### src/include/sideband_pkg.sv
package sideband_pkg;

    // Bus widths
    localparam int DATA_W = 64;
    localparam int BYTE_LANES = 8;
    localparam int IRQ_W = 4;
    localparam int PAR_CTRL_W = 2;

    // Interrupt level codes
    localparam logic [3:0] IRQ_NONE = 4'h0;
    localparam logic [3:0] IRQ_MASK_MIN = 4'h1;
    localparam logic [3:0] IRQ_MASK_MAX = 4'hE;
    localparam logic [3:0] IRQ_NMI = 4'hF;

    // Parity control reset value (parity off)
    localparam logic [1:0] PAR_CTRL_RESET = 2'h0;

    // Operation requested by the core for a master command cycle
    typedef enum logic [2:0] {
        OP_LOAD,
        OP_STORE,
        OP_LOAD_STORE_UBYTE,
        OP_LOAD_STORE_UBYTE_ALT,
        OP_SWAP,
        OP_SWAP_ALT,
        OP_DEMAP
    } cmd_op_t;

    // Active-low qualifiers that travel with the command strobe
    typedef struct packed {
        logic strobe_n;
        logic flush_n;
        logic rd_n;
        logic wr_n;
        logic atomic_n;
    } bus_qual_t;

    localparam bus_qual_t QUAL_IDLE = 5'h1F;

    // Decoded interrupt request toward the core
    typedef struct packed {
        logic req;
        logic nmi;
        logic [3:0] level;
    } irq_req_t;

    localparam irq_req_t IRQ_IDLE = 6'h00;

endpackage

### src/hw/byte_parity_unit.sv
`timescale 1ns/1ns
module byte_parity_unit #(
    parameter int LANES = 8
) (
    // Outgoing data and polarity
    input wire logic [LANES*8-1:0] out_data_in,
    input wire logic even_in,
    // Incoming data and parity
    input wire logic [LANES*8-1:0] in_data_in,
    input wire logic [LANES-1:0] in_parity_in,
    // Results
    output logic [LANES-1:0] gen_out,
    output logic [LANES-1:0] mismatch_out
);

    // Parity bit that makes the lane plus bit even (or odd)
    function automatic logic lane_parity(input logic [7:0] lane,
                                         input logic even);
        lane_parity = even ? ^lane : ~^lane;
    endfunction

    // Bit 0 covers the most significant lane
    always_comb begin
        for (int i = 0; i < LANES; i++) begin
            gen_out[i] = lane_parity(out_data_in[(LANES-1-i)*8 +: 8],
                                     even_in);
            mismatch_out[i] = in_parity_in[i] !=
                lane_parity(in_data_in[(LANES-1-i)*8 +: 8], 1'b1);
        end
    end

endmodule

### src/hw/bus_sideband.sv
`timescale 1ns/1ns
module bus_sideband #(
    parameter int DATA_W = sideband_pkg::DATA_W,
    parameter int LANES = sideband_pkg::BYTE_LANES
) (
    // Clock and reset
    input wire logic clock_in,
    input wire logic reset_n_in,
    // Core command side
    input wire logic master_in,
    input wire logic cmd_start_in,
    input wire sideband_pkg::cmd_op_t cmd_op_in,
    // Parity control bits and data path
    input wire logic [sideband_pkg::PAR_CTRL_W-1:0] parity_ctrl_in,
    input wire logic data_drive_in,
    input wire logic [DATA_W-1:0] data_out_in,
    input wire logic data_sample_in,
    input wire logic [DATA_W-1:0] data_pin_in,
    // Core status
    input wire logic error_mode_in,
    input wire logic breakpoint_event_in,
    input wire logic traps_enabled_in,
    input wire logic [3:0] pil_in,
    // Command strobe pin
    input wire logic command_strobe_n_in,
    output logic command_strobe_n_out,
    output logic command_strobe_oe_n_out,
    // TLB flush qualifier pin
    input wire logic tlb_flush_n_in,
    output logic tlb_flush_n_out,
    output logic tlb_flush_oe_n_out,
    // Byte parity pins
    input wire logic [LANES-1:0] byte_parity_in,
    output logic [LANES-1:0] byte_parity_out,
    output logic byte_parity_oe_n_out,
    // Command qualifiers
    output logic rd_n_out,
    output logic wr_n_out,
    output logic atomic_rmw_flag_n_out,
    // Status pins
    output logic error_n_out,
    output logic exec_breakpoint_strobe_out,
    input wire logic [3:0] irq_level_in,
    // Toward the core
    output logic snoop_start_out,
    output logic demap_req_out,
    output logic [LANES-1:0] parity_error_out,
    output logic irq_req_out,
    output logic irq_nmi_out,
    output logic [3:0] irq_level_out
);

    sideband_pkg::bus_qual_t qual_reg;
    sideband_pkg::bus_qual_t qual_next;
    sideband_pkg::irq_req_t irq_reg;
    sideband_pkg::irq_req_t irq_next;
    logic oe_n_reg;
    logic [LANES-1:0] par_reg;
    logic par_oe_n_reg;
    logic [LANES-1:0] perr_reg;
    logic error_n_reg;
    logic bp_reg;
    logic snoop_reg;
    logic demap_reg;
    logic parity_on;
    logic [LANES-1:0] gen_parity;
    logic [LANES-1:0] mismatch;

    // Qualifier encoding for one command word
    function automatic sideband_pkg::bus_qual_t encode_op(
        input sideband_pkg::cmd_op_t op);
        logic atomic;
        logic rd;
        logic wr;
        atomic = op inside {sideband_pkg::OP_LOAD_STORE_UBYTE,
                            sideband_pkg::OP_LOAD_STORE_UBYTE_ALT,
                            sideband_pkg::OP_SWAP,
                            sideband_pkg::OP_SWAP_ALT};
        rd = atomic || op == sideband_pkg::OP_LOAD
             || op == sideband_pkg::OP_DEMAP;
        wr = atomic || op == sideband_pkg::OP_STORE;
        encode_op.strobe_n = 1'b0;
        encode_op.flush_n = op != sideband_pkg::OP_DEMAP;
        encode_op.rd_n = !rd;
        encode_op.wr_n = !wr;
        encode_op.atomic_n = !rd || !wr;
    endfunction

    // Any set parity bit turns checking on
    assign parity_on = |parity_ctrl_in;

    byte_parity_unit #(
        .LANES(LANES)
    ) u_parity (
        .out_data_in(data_out_in),
        .even_in(parity_on),
        .in_data_in(data_pin_in),
        .in_parity_in(byte_parity_in),
        .gen_out(gen_parity),
        .mismatch_out(mismatch)
    );

    // Command word lasts exactly one cycle
    always_comb begin
        qual_next = sideband_pkg::QUAL_IDLE;
        if (master_in && cmd_start_in) begin
            qual_next = encode_op(cmd_op_in);
        end
    end

    always_ff @(posedge clock_in) begin
        if (!reset_n_in) begin
            qual_reg <= sideband_pkg::QUAL_IDLE;
        end else begin
            qual_reg <= qual_next;
        end
    end

    // Pins released while another party owns the bus
    always_ff @(posedge clock_in) begin
        if (!reset_n_in) begin
            oe_n_reg <= 1'b1;
        end else begin
            oe_n_reg <= !master_in;
        end
    end

    // Incoming strobe only counts when not master
    always_ff @(posedge clock_in) begin
        if (!reset_n_in) begin
            snoop_reg <= 1'b0;
            demap_reg <= 1'b0;
        end else begin
            snoop_reg <= !master_in && !command_strobe_n_in;
            demap_reg <= !master_in && !command_strobe_n_in
                         && !tlb_flush_n_in;
        end
    end

    // Parity driven only with data_drive_in; odd polarity when disabled
    always_ff @(posedge clock_in) begin
        if (!reset_n_in) begin
            par_reg <= '1;
            par_oe_n_reg <= 1'b1;
        end else begin
            par_reg <= gen_parity;
            par_oe_n_reg <= !data_drive_in;
        end
    end

    // Errors reported only while enabled
    always_ff @(posedge clock_in) begin
        if (!reset_n_in) begin
            perr_reg <= '0;
        end else if (parity_on && data_sample_in) begin
            perr_reg <= mismatch;
        end else begin
            perr_reg <= '0;
        end
    end

    // Error mode holds until the watchdog reset
    always_ff @(posedge clock_in) begin
        if (!reset_n_in) begin
            error_n_reg <= 1'b1;
        end else if (error_mode_in) begin
            error_n_reg <= 1'b0;
        end
    end

    always_ff @(posedge clock_in) begin
        if (!reset_n_in) begin
            bp_reg <= 1'b0;
        end else begin
            bp_reg <= breakpoint_event_in;
        end
    end

    // Pending level is already prioritised by the source
    always_comb begin
        irq_next = sideband_pkg::IRQ_IDLE;
        irq_next.level = irq_level_in;
        if (irq_level_in == sideband_pkg::IRQ_NMI) begin
            irq_next.req = 1'b1;
            irq_next.nmi = 1'b1;
        end else if (irq_level_in >= sideband_pkg::IRQ_MASK_MIN
                     && irq_level_in <= sideband_pkg::IRQ_MASK_MAX) begin
            irq_next.req = traps_enabled_in && irq_level_in > pil_in;
        end else begin
            irq_next.req = 1'b0;
        end
    end

    always_ff @(posedge clock_in) begin
        if (!reset_n_in) begin
            irq_reg <= sideband_pkg::IRQ_IDLE;
        end else begin
            irq_reg <= irq_next;
        end
    end

    assign command_strobe_n_out = qual_reg.strobe_n;
    assign command_strobe_oe_n_out = oe_n_reg;
    assign tlb_flush_n_out = qual_reg.flush_n;
    assign tlb_flush_oe_n_out = oe_n_reg;
    assign rd_n_out = qual_reg.rd_n;
    assign wr_n_out = qual_reg.wr_n;
    assign atomic_rmw_flag_n_out = qual_reg.atomic_n;
    assign byte_parity_out = par_reg;
    assign byte_parity_oe_n_out = par_oe_n_reg;
    assign parity_error_out = perr_reg;
    assign error_n_out = error_n_reg;
    assign exec_breakpoint_strobe_out = bp_reg;
    assign snoop_start_out = snoop_reg;
    assign demap_req_out = demap_reg;
    assign irq_req_out = irq_reg.req;
    assign irq_nmi_out = irq_reg.nmi;
    assign irq_level_out = irq_reg.level;
endmodule

### config.mk
export PLATFORM = sky130hd
export DESIGN_NAME = bus_sideband
export DESIGN_NICKNAME = d
export VERILOG_FILES = /design/src/include/sideband_pkg.sv /design/src/hw/byte_parity_unit.sv /design/src/hw/bus_sideband.sv
export SDC_FILE = /design/constraint.sdc
export NUM_CORES = 1
export LEC_CHECK = 0
export BUFFER_PORTS_ARGS = -buffer_cell sky130_fd_sc_hd__clkbuf_2
export CAP_MARGIN = 20
export CORE_UTILIZATION = 35
export DETAILED_ROUTE_END_ITERATION = 6
export PLACE_DENSITY_LB_ADDON = 0.12
export RECOVER_POWER = 50
export SLEW_MARGIN = 5
export SYNTH_ARGS = -nofsm -noshare
export SYNTH_HDL_FRONTEND = slang
export SYNTH_SLANG_ARGS = --single-unit
export TNS_END_PERCENT = 50
### constraint.sdc
create_clock -name clock_in -period 2.7 [get_ports clock_in]
set_clock_uncertainty 0.2 [all_clocks]
set_input_delay 0.54 -clock clock_in [delete_from_list [all_inputs] [get_ports clock_in]]
set_output_delay 0.54 -clock clock_in [all_outputs]
set_load 0.05 [all_outputs]
==> metrics.md <==
| Metric | Value |
|---|---|
| Reg clk slew, reported paths | 0.07 ns |
| Fin nets | 564 |
| RSZ-0062 raised after global routing | false |
| All-layer global routing usage | 14.4% |
| Setup tns final | 0 ns |
| GRT overflow | 0 |
| Initial core utilization | 36.6% |
| Clock sinks | 33 |
| Initial DRT Pass Iterations | 4 |
| First DRT Iteration DRCs | 23 |
| Worst R2R Setup Slack | 1.92 ns |
| Worst slew pin tran | 0.815 ns |
| Commonest non-fill, non-tap cells in the layout | clkbuf_2, xnor2_1, dfxtp_1 |
| Final Hold Violating Endpoints | 0 |
| CP Data Required Time | 2.72 ns |
| Slew Limit Headroom | 45.7% |
| Worst vdd ir | 279 uV |
| Startpoint types | primary input |
| CTS tree | done |
| First-pass GRT wire length | 7.08 mm |
| Netlist cell types | 28 |
| Fmax | 545 MHz |
| Fill cells | 555 |
| Port bufs | 193 |
| Inserted Diodes | 0 |
| Die X-Extent | 81.2 microns |
| CP Max Fanout | 20 |
| Vias per std cell | 4.19 |
| Post-route ant nets | 0 |
| CTS H-tree depth | 2 |
| Arr. time, crit path | 1.85 ns |
| Run status | completed |
| Final HPWL DP | 4.33 mm |
| Hold Path Class | primary input to register |
| Post-DR wirelength/cell | 10.3 microns |
| Placer Congestion | 0.718 |
| Initial antenna violation count | 0 |
| Commonest non-fill, non-tap cell in the layout | clkbuf_2 |
| Max-Cap Viols | 0 |
| Aggregate routed wire length | 4.92 mm |
| Core area | 0.00599 sq mm |
| Syn nets | 367 |
| Post-CTS Hold Buffers | 0 |
| Final period utilization | 68.0% |
| CP endpoint kind | register |
| Yosys Warn Count | 0 |
| TritonCTS buffer count | 5 |
| Longest Clk Path Bufs | 2 |
| Clock root buffer | clkbuf_8 |
| Hold_ws | 0.205 ns |
| Ports | 194 |
| DRC Markers | 0 |
| Area of the die | 0.00659 sq mm |
| Die height | 81.2 microns |
| Post-CTS setup buffers | 0 |
| Register area share after synthesis | 30.1% |
| Final period demand of the worst path | 1.84 ns |
| Final setup violation count | 0 |
| Netlist Area Pre-Place | 0.00219 sq mm |
| Share of cells above drive strength 1 | 50.1% |
| Crit Path Class | primary input to register |
| Leak pwr | 1.73 nW |
| Post-cts resize count | 0 |
| Slew Limit Fails | 0 |
| Clock latency at the later pin of the worst-skew pair | 0.28 ns |
| Pin count of the biggest net entering global routing | 21 |
| Number of global-route vias before repair | 1766 |
| Mean area per synthesized cell | 10.8 sq um |
| Core Rows | 28 |
| Synthesis-stage register bit count | 33 |
| Area growth syn-to-layout | 51.3% |
| Pwr dens | 523 mW/mm^2 |
| Synthesized instance count | 203 |
| Via count | 1993 |
==> Yosys cell counts <==
| master | n | share of area (%) |
|---|---|---|
| a21oi_1 | 2 | 0.46 |
| clkbuf_1 | 1 | 0.17 |
| nor2_1 | 9 | 1.5 |
| nand3_1 | 1 | 0.23 |
| and4_2 | 1 | 0.46 |
| xor2_1 | 16 | 6.4 |
| buf_4 | 1 | 0.34 |
| and2_1 | 4 | 1.1 |
| and2_2 | 1 | 0.34 |
| or2_2 | 1 | 0.29 |
| dfxtp_1 | 33 | 30 |
| o211ai_1 | 2 | 0.68 |
| xnor3_1 | 16 | 16 |
| o21ai_0 | 1 | 0.23 |
| nor3b_1 | 1 | 0.34 |
| nor2b_1 | 2 | 0.57 |
| or2_1 | 1 | 0.29 |
| nand4_1 | 2 | 0.57 |
| ha_1 | 4 | 2.3 |
| xnor2_1 | 81 | 32 |
| buf_2 | 1 | 0.23 |
| or4_1 | 1 | 0.34 |
| nor2_4 | 1 | 0.51 |
| nand2_1 | 12 | 2.1 |
| a21o_1 | 1 | 0.34 |
| inv_1 | 5 | 0.86 |
| or3_1 | 1 | 0.29 |
| nor3_1 | 1 | 0.23 |
==> final timing paths <==
kind                                  from                         endpoint  depth (start not counted)
setup / recovery                reset_n_in   parity_error_out[0]$_SDFF_PN0_                          3
hold / removal               data_drive_in  byte_parity_oe_n_out$_SDFF_PN1_                          2
setup reg to reg  error_n_out$_SDFFE_PN1P_         error_n_out$_SDFFE_PN1P_                          2
hold reg to reg   error_n_out$_SDFFE_PN1P_         error_n_out$_SDFFE_PN1P_                          2
==> state kept, by name, indices dropped and copies added, names as in the netlist <==
signal,cells
exec_breakpoint_strobe_out,1
byte_parity_out,8
rd_n_out,1
irq_req_out,1
wr_n_out,1
byte_parity_oe_n_out,1
irq_level_out,4
error_n_out,1
snoop_start_out,1
demap_req_out,1
parity_error_out,8
irq_nmi_out,1
command_strobe_oe_n_out,1
tlb_flush_n_out,1
command_strobe_n_out,1
atomic_rmw_flag_n_out,1
==> layout make-up <==
| class | instances | area, sq um | share of cell area, % |
|---|---|---|---|
| timing repair buffer | 193 | 961 | 28.9 |
| clock buffer | 5 | 68.8 | 2.07 |
| inverter | 5 | 18.8 | 0.565 |
| multi-input combinational | 162 | 1500 | 45.2 |
| clock inverter | 3 | 17.5 | 0.528 |
| sequential | 33 | 661 | 19.9 |
| tap | 75 | 93.8 | 2.83 |
==> power by group <==
group	switching, W	internal [W]
Clock	0.000184	0.000178
Sequential	0.0000162	0.000544
Combinational	0.000419	0.000397
==> per-stage QoR <==
stage / worst slack [ns] / util [%] / total power, W / std cells / instance area (sq um)
6_report: 0.864 / 55.4 / 0.00174 / 476 / 3320
5_1_grt: 0.689 / 55.4 / 0.00185 / 476 / 3320
4_1_cts: 1.01 / 55.5 / 0.00177 / 476 / 3320
3_5_place_dp: 0.852 / 54.1 / 0.00140 / 468 / 3240
3_3_place_gp: 0.863 / 54.1 / 0.00139 / 468 / 3240
2_1_floorplan: 1.01 / - / 0.00117 / 203 / 2190
==> routing by layer <==
metal | routed length, microns | vias up | track usage (%)
li1 | - | 1036 | -
met1 | 1740 | 833 | 12.7
met2 | 2610 | 118 | 29.4
met3 | 501 | 6 | 4.72
met4 | 77 | 0 | 5.36
met5 | 0 | - | 0
==> cell families after synthesis <==
group,share of synthesized area (%)
AND/OR/NAND/NOR,9.18
buffers and inverters,1.60
flip-flops,30.1
AO/OA/AOI/OAI,1.71
XOR/XNOR,55.1
adder cells (fa/ha/maj),2.28
==> worst max-delay path: stages <==
cell and delay (ns):
clkbuf_1 0.60, o211ai_1 0.51, nor2_1 0.20
Note: power is estimated with default switching activity, not from simulation.
